==> src/design/gep_defs.svh <==
// Contract
// RULE1 - Polarity bit 0 selects falling edge as active and a pull-up device.
// RULE2 - Polarity bit 1 selects rising edge as active and a pull-down device.
// RULE3 - Port P pull device connects only when pull-enabled and the pin is an input.
// RULE4 - Each port P pin has an interrupt enable; 0 masks, 1 allows.
// RULE5 - An active edge on a port P pin sets that pin's flag.
// RULE6 - Writing 1 clears a port P flag, writing 0 leaves it; 0 means none pending.
// RULE7 - Interrupt request is high while any flag and its enable are both set.
// RULE8 - Port J data reads return stored value for outputs, pin level for inputs.
// RULE9 - Port J pin-input register always returns pin levels and ignores writes.
// RULE10 - Only port J pins 7 and 6 exist; direction 0 input, 1 output.
// RULE11 - Readback after a direction change may lag two bus cycles from synchronisation.
// RULE12 - Port J drive-select: 0 full, 1 about one third; ignored for inputs.
// RULE13 - Port J pull enable acts only for inputs or wired-or outputs.
// RULE14 - After reset the port P pull enables are cleared.
// RULE15 - Port P inputs pass two synchroniser stages before edge detection.
// RULE16 - An edge in the same cycle as its flag clear keeps the flag set.
`ifndef GEP_DEFS_SVH
`define GEP_DEFS_SVH

// -------------------------------------------------------------------------
// Register indices (byte address is four times the index)
// -------------------------------------------------------------------------
`define GEP_IDX_P_DIR      6'h1a
`define GEP_IDX_P_PULL_EN  6'h1c
`define GEP_IDX_P_POL      6'h1d
`define GEP_IDX_P_IRQ_EN   6'h1e
`define GEP_IDX_P_FLAGS    6'h1f
`define GEP_IDX_J_WIRED_OR 6'h27
`define GEP_IDX_J_DATA     6'h28
`define GEP_IDX_J_PINS     6'h29
`define GEP_IDX_J_DIR      6'h2a
`define GEP_IDX_J_DRIVE    6'h2b
`define GEP_IDX_J_PULL_EN  6'h2c

// -------------------------------------------------------------------------
// Field positions and reset values
// -------------------------------------------------------------------------
`define GEP_J_MSB          7
`define GEP_J_LSB          6
`define GEP_IDX_MSB        7
`define GEP_IDX_LSB        2
`define GEP_ALIGN_MSB      1
`define GEP_ALIGN_LSB      0
`define GEP_ALIGNED        2'h0
`define GEP_RST_J_OE_N     2'h3
`define GEP_RST_P8         8'h00
`define GEP_RST_J2         2'h0
`define GEP_RST_WORD       32'h0000_0000
`define GEP_SYNC_STAGES    2

`endif

==> src/design/gep_pkg.sv <==
`default_nettype none

package gep_pkg;

   // ----------------------------------------------------------------------
   // State of the synchroniser
   // ----------------------------------------------------------------------
   typedef struct packed {
      logic [9:0] stage1;
      logic [9:0] stage2;
   } gep_sync_state_t;

   // ----------------------------------------------------------------------
   // State of the port block
   // ----------------------------------------------------------------------
   typedef struct packed {
      logic [7:0]  p_pol;
      logic [7:0]  p_irq_en;
      logic [7:0]  p_flags;
      logic [7:0]  p_pull_en;
      logic [7:0]  p_dir;
      logic [7:0]  p_prev;
      logic [1:0]  j_data;
      logic [1:0]  j_dir;
      logic [1:0]  j_drive;
      logic [1:0]  j_pull_en;
      logic [1:0]  j_wired_or;
      logic        pready;
      logic        pslverr;
      logic [31:0] prdata;
      logic        irq;
      logic [7:0]  pull_up;
      logic [7:0]  pull_dn;
      logic [1:0]  j_out;
      logic [1:0]  j_oe_n;
      logic [1:0]  j_reduce;
      logic [1:0]  j_pull;
   } gep_state_t;

endpackage

`default_nettype wire

==> src/design/gep_top.sv <==
// Decided for this implementation: the APB register port.
`timescale 1ns/100ps
`default_nettype none
`include "gep_defs.svh"

module gep_top
(
   input  wire logic        pclk,
   input  wire logic        presetn,
   input  wire logic        psel,
   input  wire logic        penable,
   input  wire logic        pwrite,
   input  wire logic [7:0]  paddr,
   input  wire logic [31:0] pwdata,
   output logic      [31:0] prdata,
   output logic             pready,
   output logic             pslverr,
   input  wire logic [7:0]  p_pin_in,
   output logic      [7:0]  p_pull_up_en,
   output logic      [7:0]  p_pull_dn_en,
   output logic             p_irq,
   input  wire logic [1:0]  j_pin_in,
   output logic      [1:0]  j_pin_out,
   output logic      [1:0]  j_pin_oe_n,
   output logic      [1:0]  j_drive_reduce,
   output logic      [1:0]  j_pull_en
);

   gep_pkg::gep_state_t st_reg;
   gep_pkg::gep_state_t st_next;

   logic [9:0] pins_sync;
   logic [7:0] p_sync;
   logic [1:0] j_sync;
   logic [5:0] idx;
   logic       setup;
   logic       access;
   logic       wr;
   logic       aligned;
   logic [7:0] p_edge;
   logic [7:0] p_clear;
   logic [1:0] j_data_view;

   // ----------------------------------------------------------------------
   // Pin synchronisation
   // ----------------------------------------------------------------------
   // Both ports share one synchroniser; readback lags pins by two cycles
   gep_sync u_sync
   (
      .pclk    (pclk),
      .presetn (presetn),
      .d       ({j_pin_in, p_pin_in}),
      .q       (pins_sync)
   );                                                   // [RULE15] [RULE11]

   assign p_sync = pins_sync[7:0];
   assign j_sync = pins_sync[9:8];

   // ----------------------------------------------------------------------
   // Bus decode
   // ----------------------------------------------------------------------
   assign idx    = paddr[`GEP_IDX_MSB:`GEP_IDX_LSB];
   assign setup  = psel && !penable;
   assign access = psel && penable && st_reg.pready;
   assign wr     = access && pwrite && aligned;

   // A misaligned address is refused, so its write must not land either
   assign aligned = paddr[`GEP_ALIGN_MSB:`GEP_ALIGN_LSB] == `GEP_ALIGNED;

   // Active edge per pin: changed and now equal to the polarity bit
   assign p_edge = (p_sync ^ st_reg.p_prev) & ~(p_sync ^ st_reg.p_pol); // [RULE1] [RULE2]

   // Clear mask only on a write to the flag register
   assign p_clear = (wr && idx == `GEP_IDX_P_FLAGS) ? pwdata[7:0] : `GEP_RST_P8;

   // Output pins read back their stored value, inputs their level
   assign j_data_view = (st_reg.j_dir & st_reg.j_data)
                      | (~st_reg.j_dir & j_sync);         // [RULE8] [RULE10]

   // ----------------------------------------------------------------------
   // Next state
   // ----------------------------------------------------------------------
   always_comb
   begin
      st_next        = st_reg;
      st_next.p_prev = p_sync;

      // Set wins over clear so a coincident edge is not lost
      st_next.p_flags = (st_reg.p_flags & ~p_clear) | p_edge; // [RULE5] [RULE6] [RULE16]

      // Register writes at the access edge; pin-input register ignores them
      if (wr)
      begin
         case (idx)
            `GEP_IDX_P_DIR:      st_next.p_dir      = pwdata[7:0];
            `GEP_IDX_P_PULL_EN:  st_next.p_pull_en  = pwdata[7:0];
            `GEP_IDX_P_POL:      st_next.p_pol      = pwdata[7:0];
            `GEP_IDX_P_IRQ_EN:   st_next.p_irq_en   = pwdata[7:0];
            `GEP_IDX_J_WIRED_OR: st_next.j_wired_or = pwdata[`GEP_J_MSB:`GEP_J_LSB];
            `GEP_IDX_J_DATA:     st_next.j_data     = pwdata[`GEP_J_MSB:`GEP_J_LSB];
            `GEP_IDX_J_DIR:      st_next.j_dir      = pwdata[`GEP_J_MSB:`GEP_J_LSB];
            `GEP_IDX_J_DRIVE:    st_next.j_drive    = pwdata[`GEP_J_MSB:`GEP_J_LSB];
            `GEP_IDX_J_PULL_EN:  st_next.j_pull_en  = pwdata[`GEP_J_MSB:`GEP_J_LSB];
            default:             st_next.j_data     = st_reg.j_data;  // [RULE9]
         endcase
      end

      // Answer one cycle after setup: zero-wait access phase
      st_next.pready  = setup;
      st_next.pslverr = 1'b0;
      st_next.prdata  = `GEP_RST_WORD;
      if (setup)
      begin
         case (idx)
            `GEP_IDX_P_DIR:      st_next.prdata[7:0] = st_reg.p_dir;
            `GEP_IDX_P_PULL_EN:  st_next.prdata[7:0] = st_reg.p_pull_en;
            `GEP_IDX_P_POL:      st_next.prdata[7:0] = st_reg.p_pol;
            `GEP_IDX_P_IRQ_EN:   st_next.prdata[7:0] = st_reg.p_irq_en;
            `GEP_IDX_P_FLAGS:    st_next.prdata[7:0] = st_reg.p_flags;
            `GEP_IDX_J_WIRED_OR:
               st_next.prdata[`GEP_J_MSB:`GEP_J_LSB] = st_reg.j_wired_or;
            `GEP_IDX_J_DATA:
               st_next.prdata[`GEP_J_MSB:`GEP_J_LSB] = j_data_view;   // [RULE8]
            `GEP_IDX_J_PINS:
               st_next.prdata[`GEP_J_MSB:`GEP_J_LSB] = j_sync;        // [RULE9]
            `GEP_IDX_J_DIR:
               st_next.prdata[`GEP_J_MSB:`GEP_J_LSB] = st_reg.j_dir;
            `GEP_IDX_J_DRIVE:
               st_next.prdata[`GEP_J_MSB:`GEP_J_LSB] = st_reg.j_drive;
            `GEP_IDX_J_PULL_EN:
               st_next.prdata[`GEP_J_MSB:`GEP_J_LSB] = st_reg.j_pull_en;
            default:
               st_next.pslverr = 1'b1;
         endcase
         // Misaligned addresses are treated as unmapped
         if (!aligned)
         begin
            st_next.pslverr = 1'b1;
            st_next.prdata  = `GEP_RST_WORD;
         end
      end

      // Outputs follow the next state so they match registers each cycle
      st_next.irq     = |(st_next.p_flags & st_next.p_irq_en);        // [RULE4] [RULE7]
      st_next.pull_up = st_next.p_pull_en & ~st_next.p_pol & ~st_next.p_dir; // [RULE1] [RULE3]
      st_next.pull_dn = st_next.p_pull_en & st_next.p_pol & ~st_next.p_dir;  // [RULE2] [RULE3]
      st_next.j_out   = st_next.j_data;
      // Wired-or outputs release the pin for a one
      st_next.j_oe_n  = ~(st_next.j_dir & (~st_next.j_wired_or | ~st_next.j_data)); // [RULE10]
      st_next.j_reduce = st_next.j_dir & st_next.j_drive;              // [RULE12]
      st_next.j_pull  = st_next.j_pull_en & (~st_next.j_dir | st_next.j_wired_or); // [RULE13]
   end

   // ----------------------------------------------------------------------
   // State register
   // ----------------------------------------------------------------------
   // Pull enables clear at reset so no pull device is active
   always_ff @(posedge pclk or negedge presetn)
   begin
      if (!presetn)
      begin
         st_reg           <= '0;                                   // [RULE14]
         st_reg.j_oe_n    <= `GEP_RST_J_OE_N;
      end
      else
      begin
         st_reg <= st_next;
      end
   end

   assign prdata         = st_reg.prdata;
   assign pready         = st_reg.pready;
   assign pslverr        = st_reg.pslverr;
   assign p_pull_up_en   = st_reg.pull_up;
   assign p_pull_dn_en   = st_reg.pull_dn;
   assign p_irq          = st_reg.irq;
   assign j_pin_out      = st_reg.j_out;
   assign j_pin_oe_n     = st_reg.j_oe_n;
   assign j_drive_reduce = st_reg.j_reduce;
   assign j_pull_en      = st_reg.j_pull;
endmodule

`default_nettype wire

==> src/design/gep_sync.sv <==
`timescale 1ns/100ps
`default_nettype none

// Two-stage synchroniser for the ten pin inputs; stage1 feeds only stage2
module gep_sync
(
   input  wire logic       pclk,
   input  wire logic       presetn,
   input  wire logic [9:0] d,
   output logic      [9:0] q
);

   gep_pkg::gep_sync_state_t sync_reg;
   gep_pkg::gep_sync_state_t sync_next;

   // ----------------------------------------------------------------------
   // Stage shifting
   // ----------------------------------------------------------------------
   always_comb
   begin
      sync_next        = sync_reg;
      sync_next.stage1 = d;
      sync_next.stage2 = sync_reg.stage1;
   end

   // Register stage, cleared under reset
   always_ff @(posedge pclk or negedge presetn)
   begin
      if (!presetn)
      begin
         sync_reg <= '0;
      end
      else
      begin
         sync_reg <= sync_next;
      end
   end

   assign q = sync_reg.stage2;

endmodule

`default_nettype wire

==> config.mk <==
export PLATFORM = sky130hd
export DESIGN_NAME = gep_top
export DESIGN_NICKNAME = d
export VERILOG_FILES = /design/src/design/gep_pkg.sv /design/src/design/gep_top.sv /design/src/design/gep_sync.sv
export VERILOG_INCLUDE_DIRS = /design/src /design/src/design
export SDC_FILE = /design/constraint.sdc
export NUM_CORES = 1
export LEC_CHECK = 0
export ABC_CLOCK_PERIOD_IN_PS = 4000
export BUFFER_PORTS_ARGS = -buffer_cell sky130_fd_sc_hd__buf_2
export CORE_MARGIN = 4
export CORE_UTILIZATION = 58
export DETAILED_ROUTE_END_ITERATION = 10
export GPL_TIMING_DRIVEN = 1
export PLACE_DENSITY = 0.85
export RECOVER_POWER = 50
export SYNTH_ARGS = -nofsm -noshare
export SYNTH_HDL_FRONTEND = slang
export SYNTH_SLANG_ARGS = --single-unit
==> constraint.sdc <==
create_clock -name pclk -period 4 [get_ports pclk]
set_clock_uncertainty 0.15 [all_clocks]
set_input_delay 0.2 -clock pclk [delete_from_list [all_inputs] [get_ports pclk]]
set_output_delay 0.2 -clock pclk [all_outputs]
set_load 0.02 [all_outputs]
==> results of run 1 <==
worst max-delay path, delay by kind of cell:
kind                   cells  cell delay [ns]
and+or+nand+nor            4             1.78
muxes                      1             0.44
buffers and inverters      2             0.65
layer usage:
metal	vias up	GRT usage	routed length (um)	part of all wire
li1	1422	-	-	-
met1	1579	0.279	4040	0.42
met3	15	0.0632	762	0.079
met5	-	0	0	0
met4	0	0.0684	156	0.016
met2	120	0.314	4700	0.49
power by group through the flow:
stage	combinational, mW	clock [mW]	sequential (mW)
2_1_floorplan	0.0896	0	1.17
3_3_place_gp	0.123	0	1.17
3_5_place_dp	0.127	0	1.17
4_1_cts	0.141	0.633	1.15
5_1_grt	0.155	0.688	1.15
6_report	0.140	0.623	1.15
placed cells by master (no fill, tap or decap), types with 9 or more instances in the layout:
cell / netlist / final
buf_2: 6 / 31
clkbuf_8: 0 / 9
clkbuf_1: 7 / 33
mux2_2: 43 / 43
nor2_1: 21 / 21
nand3_1: 19 / 19
nor2b_1: 12 / 12
dfrtp_1: 109 / 109
dlygate4sd3_1: 0 / 19
conb_1: 1 / 24
or3b_2: 9 / 9
nand2b_1: 9 / 9
cells by family after synthesis:
group	share of synthesized area
other	0.000758
flip-flops	0.562
AO/OA/AOI/OAI	0.0706
multiplexers	0.111
buffers and inverters	0.102
AND/OR/NAND/NOR	0.153
metrics by stage:
stage	area, um2	utilization	hold WS (ns)
global placement	5010	0.607	0.158
finish	5340	0.646	0.0395
floorplan	5030	-	-0.246
detailed placement	5010	0.607	0.160
global route	5340	0.646	0.0492
CTS	5380	0.652	0.0414
cells in the mapped netlist (5+ instances only):
master	n
mux2_2	43
dfrtp_1	109
buf_4	56
nor2b_1	12
a22oi_1	7
buf_2	6
nand2_1	7
inv_1	5
nor2_1	21
o41ai_1	8
a22o_1	5
a222oi_1	5
nand3_1	19
or3b_2	9
nand3b_1	8
nand2b_1	9
clkbuf_1	7
final cells by class:
type | instances | area share
clock buffers | 9 | 0.0232
repair buffers | 85 | 0.0902
clock inverters | 7 | 0.0108
well taps | 105 | 0.0246
multi-input cells | 230 | 0.327
inverters | 5 | 0.00352
flip-flops and latches | 111 | 0.521
worst min-delay path by stage:
stage,from,endpoint,depth (start not counted)
5_1_grt,paddr[0],prdata[6],4
2_1_floorplan,presetn,j_drive_reduce[0],0
6_report,paddr[1],prdata[7],4
4_1_cts,paddr[0],prdata[6],4
3_5_place_dp,p_pin_in[0],u_sync.sync_next[0],1
3_3_place_gp,p_pin_in[4],u_sync.sync_next[4],1
==> results.rst, run 1 <==
.. list-table::
   :header-rows: 1

   * - Metric
     - Value
   * - Result of the run
     - finished with violations
   * - Failing checks
     - capacitance limit, slew limit
   * - Flip-flop count of the largest register after layout
     - 56
   * - Timing-limited maximum frequency
     - 339 MHz
   * - Post-Place Cells
     - 517
   * - Least-Margin Pin Slew
     - 1.81 ns
   * - Effective utilization at floorplan
     - 0.599
   * - Mean instance size in the synthesized netlist
     - 12.5 um2
   * - Post-synthesis sequential area ratio
     - 0.562
   * - Global placement routability congestion
     - 0.855
   * - Prevailing post-synth register cell
     - dfrtp_1
   * - Number of instances in the synthesized netlist
     - 395
   * - Internal power component
     - 1.42 mW
   * - Final hold violation count
     - 0
   * - Number of antenna cells inserted
     - 0
   * - Maximum cell stage delay along the critical path
     - 0.74 ns
   * - Part of the power in registers
     - 0.601
   * - Unique masters post-synth
     - 48
   * - Synth-to-Final Area Change
     - 7.95%
   * - CP Launch Point
     - penable
   * - Beginning of the worst register-to-register path
     - pready
   * - Latest clock arrival within the worst-skew pair
     - 0.37 ns
   * - Peak ir drop on the vdd network
     - 0.204 mV
   * - Multi-input combinational cell area
     - 1740 um2
   * - Global-route usage over all layers
     - 0.204
   * - CP startpoint kind
     - input pin
   * - Leading cell types by total area after synthesis
     - dfrtp_1 55%, mux2_2 9.8%, buf_4 8.5%
   * - Pre-Repair DR Iteration Count
     - 4
   * - CTS sink count
     - 111
   * - Detail Route Antenna Nets
     - 0
   * - DR vias/cell
     - 5.68
   * - Synthesized cell area
     - 4940 um2
   * - Ratio of final minimum period to clock period
     - 0.737
   * - Ordered list of cells on the worst path
     - dlygate4sd3_1 -> buf_2 -> nand4_2 -> or2_0 -> nor4b_4 -> mux2_2 -> nor2b_1
   * - IO buf count
     - 65
   * - Setup TNS Final
     - 0 ns
   * - Worst Reg2Reg Path Length in Cells
     - 5
   * - Critical Path RT
     - 4.12 ns
   * - Overall power
     - 1.91 mW
   * - Via count of the routed design
     - 3136
   * - Proportion of synthesized flip-flops having asynchronous set or reset
     - 1.00
   * - Vias in the first global route
     - 3155
   * - Final worst slack
     - 1.05 ns
   * - CTS H-tree lvls
     - 3
   * - Nets
     - 497
   * - Number of setup buffers added after CTS
     - 0
   * - Global-route wire length before repair
     - 15900 um
   * - Final Setup Violations
     - 0
   * - Wire length after detailed routing
     - 9660 um
   * - Unrepaired setup endpoints after global routing
     - no
   * - Total die area
     - 10100 um2
   * - Cell at the root of the clock tree
     - clkbuf_8
   * - Ratio of cells with drive above 1 in the final layout
     - 0.253
   * - Pre-CTS WS
     - 1.14 ns
   * - Biggest area consumer among synthesized cells
     - dfrtp_1
   * - CP endpoint
     - p_pull_dn_en[7]
   * - Kind of end point of the critical path
     - register
   * - Clock tree from TritonCTS
     - done
   * - Count of warnings emitted by yosys
     - 0
   * - Slowest stage cell on the critical path
     - nor4b_4
   * - EDFF count, synth
     - 0
   * - Worst max-slew margin expressed relative to the limit
     - -0.204
   * - Number of core rows
     - 33
   * - Signal arrival time at the worst endpoint
     - 3.07 ns
   * - Number of hold buffers added after cts
     - 19
   * - Antenna violations before repair
     - 0
   * - Post-route DRC
     - 0
   * - Number of I/O pins
     - 114
   * - Net Switching
     - 492 uW
   * - DR iter-0 viols
     - 246
   * - Total power density per cell area
     - 358 nW/um2
   * - Overflow left after global routing
     - 0
   * - Flops & latches, synth
     - 111
   * - Area share of the leading cell type in the synthesized netlist
     - 0.552
   * - HPWL Detailed
     - 6490 um
   * - Highest fanout seen on the critical path
     - 13
   * - Clock group share of total power
     - 0.326
   * - Non-Filler Instances
     - 552
   * - Maximum buffer depth of the clock tree
     - 2
   * - Tmin final
     - 2.95 ns
   * - Register area
     - 2780 um2
   * - Placeable core region
     - 8260 um2
   * - Worst hold path class
     - input pin to register
   * - Share of total power in combinational logic
     - 0.073
   * - Setup slack of the worst register-to-register path
     - 1.11 ns
   * - Max-cap violations
     - 1
   * - Class of the most critical setup path
     - input pin to register
   * - Number of fillers in the final layout
     - 632
   * - Die height
     - 100 um
   * - Switching power as a share of total power
     - 0.258
   * - Routed wirelength normalized by instance count
     - 17.5 um
   * - Number of buffers created by CTS
     - 9
   * - Clock-pin transition on the worst setup and hold timing paths
     - 0.10 ns
   * - Number of resized instances in the post-cts repair step
     - 0
   * - Leakage power
     - 2.41 nW
   * - End of the worst register-to-register path
     - p_pull_dn_en[7]
   * - Die boundary width
     - 100 um
   * - Number of max-slew violations in the final report
     - 79
   * - Largest net degree at the start of global routing
     - 79
(Power assumes the default switching activity.)
==> run 2: changes to the inputs <==
--- a/config.mk
+++ b/config.mk
@@ -6,13 +6,13 @@
 export SDC_FILE = /design/constraint.sdc
 export NUM_CORES = 1
 export LEC_CHECK = 0
-export ABC_CLOCK_PERIOD_IN_PS = 4000
+export ABC_CLOCK_PERIOD_IN_PS = 3100
 export BUFFER_PORTS_ARGS = -buffer_cell sky130_fd_sc_hd__buf_2
 export CORE_MARGIN = 4
-export CORE_UTILIZATION = 58
+export CORE_UTILIZATION = 54
 export DETAILED_ROUTE_END_ITERATION = 10
 export GPL_TIMING_DRIVEN = 1
-export PLACE_DENSITY = 0.85
+export PLACE_DENSITY = 0.8
 export RECOVER_POWER = 50
 export SYNTH_ARGS = -nofsm -noshare
 export SYNTH_HDL_FRONTEND = slang
==> constraint.sdc (replaced) <==
create_clock -name pclk -period 3.1 [get_ports pclk]
set_clock_uncertainty 0.15 [all_clocks]
set_input_delay 0.155 -clock pclk [delete_from_list [all_inputs] [get_ports pclk]]
set_output_delay 0.155 -clock pclk [all_outputs]
set_load 0.02 [all_outputs]
==> run 2 against run 1 <==
The flow still finishes with violations (capacitance limit, slew limit). Via count is 0.96% higher. First-iteration DRC count decreased by 29%. Routed wire length grew 4.2%. Critical path type unchanged. Highest routed layer unchanged.
==> results.rst, run 2 (synthesis gave the netlist of run 1 again) <==
.. list-table::
   :header-rows: 1

   * - Metric
     - Value
   * - CP startpoint kind
     - input pin
   * - Worst max-slew margin expressed relative to the limit
     - -0.00993
   * - Peak ir drop on the vdd network
     - 0.237 mV
   * - Number of buffers created by CTS
     - 9
   * - Global placement routability congestion
     - 0.865
   * - Vias in the first global route
     - 3267
   * - Signal arrival time at the worst endpoint
     - 2.75 ns
   * - Synth-to-Final Area Change
     - 11.0%
   * - Number of antenna cells inserted
     - 0
   * - Least-Margin Pin Slew
     - 1.51 ns
   * - Ratio of cells with drive above 1 in the final layout
     - 0.255
   * - Class of the most critical setup path
     - input pin to register
   * - Placeable core region
     - 8810 um2
   * - Worst hold path class
     - input pin to register
   * - Cell at the root of the clock tree
     - clkbuf_8
   * - Detail Route Antenna Nets
     - 0
   * - Unrepaired setup endpoints after global routing
     - no
   * - Number of setup buffers added after CTS
     - 0
   * - Total power density per cell area
     - 495 nW/um2
   * - Effective utilization at floorplan
     - 0.562
   * - Largest net degree at the start of global routing
     - 64
   * - Final hold violation count
     - 0
   * - Clock-pin transition on the worst setup and hold timing paths
     - 0.10 ns
   * - Most common cell after layout, fill and taps aside
     - dfrtp_1
   * - Overflow left after global routing
     - 0
   * - HPWL Detailed
     - 6790 um
   * - Kind of end point of the critical path
     - register
   * - Number of fillers in the final layout
     - 699
   * - Post-route DRC
     - 0
   * - Slowest stage cell on the critical path
     - dlygate4sd3_1
   * - Ratio of final minimum period to clock period
     - 0.849
   * - Critical Path RT
     - 3.22 ns
   * - Register area
     - 2780 um2
   * - CTS sink count
     - 111
   * - Failing checks
     - capacitance limit, slew limit
   * - Global-route usage over all layers
     - 0.193
   * - Final hold slack
     - 0.0358 ns
   * - Pre-Repair DR Iteration Count
     - 6
   * - Final core occ
     - 0.623
   * - Final worst slack
     - 0.467 ns
   * - Non-Filler Instances
     - 566
   * - Timing-limited maximum frequency
     - 380 MHz
   * - Pre-CTS WS
     - 0.660 ns
   * - Overall power
     - 2.72 mW
   * - DR iter-0 viols
     - 174
   * - Result of the run
     - finished with violations
   * - Maximum cell stage delay along the critical path
     - 0.53 ns
   * - Global-route wire length before repair
     - 16800 um
   * - Final Setup Violations
     - 0
   * - IO buf count
     - 65
   * - Antenna violations before repair
     - 0
   * - Flip-flop count of the largest register after layout
     - 56
   * - Tmin final
     - 2.63 ns
   * - Via count of the routed design
     - 3166
   * - Number of I/O pins
     - 114
   * - Wire length after detailed routing
     - 10100 um
   * - Die boundary width
     - 104 um
   * - Routed wirelength normalized by instance count
     - 17.8 um
   * - Highest fanout seen on the critical path
     - 12
   * - Number of core rows
     - 34
   * - Nets
     - 508
   * - Leakage power
     - 2.50 nW
   * - Max-cap violations
     - 1
   * - Maximum buffer depth of the clock tree
     - 2
   * - Die height
     - 104 um
   * - Multi-input combinational cell area
     - 1740 um2
   * - Most frequent cells in the layout
     - 109 x dfrtp_1, 43 x mux2_2, 38 x clkbuf_1
   * - Setup TNS Final
     - 0 ns
   * - Placement-stage cell area
     - 5080 um2
   * - Clock tree from TritonCTS
     - done
   * - Post-route design area
     - 5490 um2
   * - Post-Place Cells
     - 529
   * - Total die area
     - 10800 um2
   * - CTS H-tree lvls
     - 3
   * - DR vias/cell
     - 5.59
   * - Ordered list of cells on the worst path
     - dlygate4sd3_1 -> buf_2 -> or2_4 -> or2_0 -> nor4b_4 -> buf_4 -> mux2_2 -> nor2b_1
   * - Latest clock arrival within the worst-skew pair
     - 0.37 ns
   * - Number of max-slew violations in the final report
     - 64
run 2: where the power goes:
part	leakage (nW)	internal (mW)	switching (mW)
clock	0.124	0.564	0.484
combinational	0.938	0.0644	0.123
sequential	1.43	1.47	0.0117
run 2: worst paths after layout:
path	from	cells past startpoint	to	slack, ns
min	pwdata[6]	3	j_pin_out[0]	0.04
min in group asynchronous	presetn	2	u_sync.sync_next[6]	0.54
max in group asynchronous	presetn	3	st_reg[83]	0.96
max	paddr[1]	8	p_pull_dn_en[1]	0.47
min reg2reg	u_sync.sync_next[9]	0	u_sync.q[9]	0.21
max reg2reg	pready	6	p_irq	0.80
run 2: per-layer routing:
layer,vias to the layer above,wire [um],global-route usage
met5,-,0,0
met3,21,613,0.0317
li1,1441,-,-
met1,1570,4340,0.262
met2,134,4900,0.312
met4,0,205,0.0779
run 2: cell type report:
type | count | share of cell area
flip-flops and latches | 111 | 0.506
inverters | 5 | 0.00342
multi-input cells | 230 | 0.318
clock inverters | 6 | 0.0210
clock buffers | 10 | 0.0251
repair buffers | 96 | 0.102
well taps | 108 | 0.0246
run 2: timing repair:
item                       4_1_cts  5_1_grt
setup endpoints to repair        0        0
hold endpoints to repair       103        0
resized for setup                0        0
hold buffers                    21        0
run 2: worst max-delay path, delay by kind of cell:
kind	cells	cell delay (ns)
buffers and inverters	3	0.92
AND/OR/NAND/NOR	4	1.30
multiplexers	1	0.36
==> run 3: changes to the inputs <==
--- a/config.mk
+++ b/config.mk
@@ -6,7 +6,7 @@
 export SDC_FILE = /design/constraint.sdc
 export NUM_CORES = 1
 export LEC_CHECK = 0
-export ABC_CLOCK_PERIOD_IN_PS = 3100
+export ABC_CLOCK_PERIOD_IN_PS = 2800
 export BUFFER_PORTS_ARGS = -buffer_cell sky130_fd_sc_hd__buf_2
 export CORE_MARGIN = 4
 export CORE_UTILIZATION = 54
==> constraint.sdc (replaced) <==
create_clock -name pclk -period 2.8 [get_ports pclk]
set_clock_uncertainty 0.15 [all_clocks]
set_input_delay 0.14 -clock pclk [delete_from_list [all_inputs] [get_ports pclk]]
set_output_delay 0.14 -clock pclk [all_outputs]
set_load 0.02 [all_outputs]
==> run 3 against run 2 <==
The flow now finishes without violations. Setup slack got worse by 0.077 ns. Combinational power up 11%. Count of clock-buffer cells in the layout increased by 1. Sequential cell count unchanged. Cell area down 0.46%. Global-route usage shrank 0.20 points. First-iteration DRC count increased by 55%. Clock power fell by 11%. Sequential share of layout area is 0.23 points higher. Hold slack got worse by 0.0098 ns. Critical path depth unchanged. Routed wire length is 0.70% lower. Critical path type unchanged. Largest power group unchanged.
==> results.rst, run 3 (synthesis gave the netlist of run 1 again) <==
.. list-table::
   :header-rows: 1

   * - Metric
     - Value
   * - Total power density per cell area
     - 509 nW/um2
   * - Most frequent cells in the layout
     - 109 x dfrtp_1, 43 x mux2_2, 34 x clkbuf_1
   * - Clock group share of total power
     - 0.336
   * - Antenna violations before repair
     - 0
   * - Worst max-slew margin expressed relative to the limit
     - 0.360
   * - Class of the most critical setup path
     - input pin to register
   * - Global placement routability congestion
     - 0.861
   * - Setup TNS Final
     - 0 ns
   * - Number of antenna cells inserted
     - 0
   * - Flip-flop count of the largest register after layout
     - 56
   * - Nets
     - 512
   * - Unrepaired setup endpoints after global routing
     - no
   * - Slowest stage cell on the critical path
     - dlygate4sd3_1
   * - Ordered list of cells on the worst path
     - dlygate4sd3_1 -> buf_2 -> or2_4 -> or2_0 -> nor4b_4 -> buf_4 -> mux2_2 -> nor2b_1
   * - Post-route DRC
     - 0
   * - Routed wirelength normalized by instance count
     - 17.6 um
   * - Beginning of the worst register-to-register path
     - pready
   * - Ratio of final minimum period to clock period
     - 0.861
   * - Effective utilization at floorplan
     - 0.562
   * - Tmin final
     - 2.41 ns
   * - Final hold violation count
     - 0
   * - Timing-limited maximum frequency
     - 415 MHz
   * - Maximum buffer depth of the clock tree
     - 2
   * - Final core occ
     - 0.620
   * - Max-cap violations
     - 0
   * - Critical Path RT
     - 2.90 ns
   * - Worst hold path class
     - input pin to register
   * - Detail Route Antenna Nets
     - 0
   * - CTS H-tree lvls
     - 3
   * - Highest fanout seen on the critical path
     - 12
   * - CP startpoint kind
     - input pin
   * - Maximum cell stage delay along the critical path
     - 0.53 ns
   * - Global-route usage over all layers
     - 0.191
   * - Via count of the routed design
     - 3175
   * - Net Switching
     - 653 uW
   * - Most common cell after layout, fill and taps aside
     - dfrtp_1
   * - Clock tree from TritonCTS
     - done
   * - Signal arrival time at the worst endpoint
     - 2.51 ns
   * - Largest net degree at the start of global routing
     - 72
   * - Switching power as a share of total power
     - 0.235
   * - Die height
     - 104 um
   * - Pre-Repair DR Iteration Count
     - 5
   * - Vias in the first global route
     - 3227
   * - Final Setup Violations
     - 0
   * - Global-route wire length before repair
     - 16500 um
   * - Share of total power in combinational logic
     - 0.075
   * - Part of the power in registers
     - 0.590
   * - IO buf count
     - 65
   * - Kind of end point of the critical path
     - register
   * - Overflow left after global routing
     - 0
   * - Final hold slack
     - 0.0260 ns
   * - Total die area
     - 10800 um2
   * - Wire length after detailed routing
     - 9990 um
   * - Post-Place Cells
     - 533
   * - Clock-pin transition on the worst setup and hold timing paths
     - 0.09 ns
   * - Number of I/O pins
     - 114
   * - Internal power component
     - 2.13 mW
   * - Number of max-slew violations in the final report
     - 0
   * - Non-Filler Instances
     - 568
   * - DR iter-0 viols
     - 269
   * - Peak ir drop on the vdd network
     - 0.301 mV
   * - Hold Startpoint
     - pwdata[6]
   * - Placeable core region
     - 8810 um2
   * - Least-Margin Pin Slew
     - 0.960 ns
   * - Result of the run
     - complete, no violations
   * - Number of buffers created by CTS
     - 9
   * - HPWL Detailed
     - 6860 um
   * - DR vias/cell
     - 5.59
   * - Die boundary width
     - 104 um
   * - Number of core rows
     - 34
   * - Cell at the root of the clock tree
     - clkbuf_8
   * - Number of resized instances in the post-cts repair step
     - 0
   * - Leakage power
     - 2.50 nW
   * - CTS sink count
     - 111
   * - Synth-to-Final Area Change
     - 10.5%
   * - Latest clock arrival within the worst-skew pair
     - 0.37 ns
   * - Ratio of cells with drive above 1 in the final layout
     - 0.267
   * - CP Launch Point
     - paddr[0]
[run 3: cell count changes in the layout (fill, tap and decap cells not counted), sizes merged]
cell / delta
clkinvlp: +1
inv: -2
clkbuf: -4
buf: +9
bufinv: -2
[run 3: final timing paths]
kind / end / slack [ns] / cells after the start
setup / recovery: p_pull_dn_en[7] / 0.39 / 8
hold / removal: j_pin_out[0] / 0.03 / 3
setup reg to reg: p_pull_dn_en[7] / 0.72 / 6
hold reg to reg: u_sync.q[8] / 0.21 / 0
max in group asynchronous: st_reg[87] / 0.67 / 3
min in group asynchronous: st_reg[65] / 0.31 / 2
[run 3: through the flow]
stage               setup slack (ns)  total power [mW]  instance area, um2
floorplan                      0.572              1.80                5030
global placement               0.564              1.85                5120
detailed placement             0.557              1.86                5120
CTS                            0.416              2.81                5520
global route                   0.210              2.90                5460
finish                         0.390              2.78                5460
[run 3: power groups by stage]
stage                     Sequential (mW)  Combinational [mW]  Clock, mW
after global routing                 1.64               0.229       1.03
after CTS                            1.64               0.212      0.956
after detailed placement             1.67               0.189          0
after global placement               1.67               0.184          0
after floorplan                      1.67               0.128          0
final                                1.64               0.208      0.934
[run 3: final cells by class]
type	instances	area [um2]
clock buffers	11	141
clock inverters	3	45.0
fillers	689	3340
inverters	5	18.8
multi-input cells	230	1740
flip-flops and latches	111	2780
well taps	108	135
repair buffers	100	599
[run 3: worst max-delay path: cells and delay by family]
| kind | cells | cell delay, ns |
|---|---|---|
| AND/OR/NAND/NOR | 4 | 1.11 |
| multiplexers | 1 | 0.36 |
| buffers and inverters | 3 | 0.89 |
[run 3: routing by layer]
layer	track usage	routed length, um
met5	0	0
met4	0.0589	125
met1	0.261	4450
met2	0.305	4820
met3	0.0473	596
[run 3: what timing repair did]
item,in CTS,in global routing
hold buffers,21,0
endpoints found under the hold margin,83,0
buffers inserted,0,0
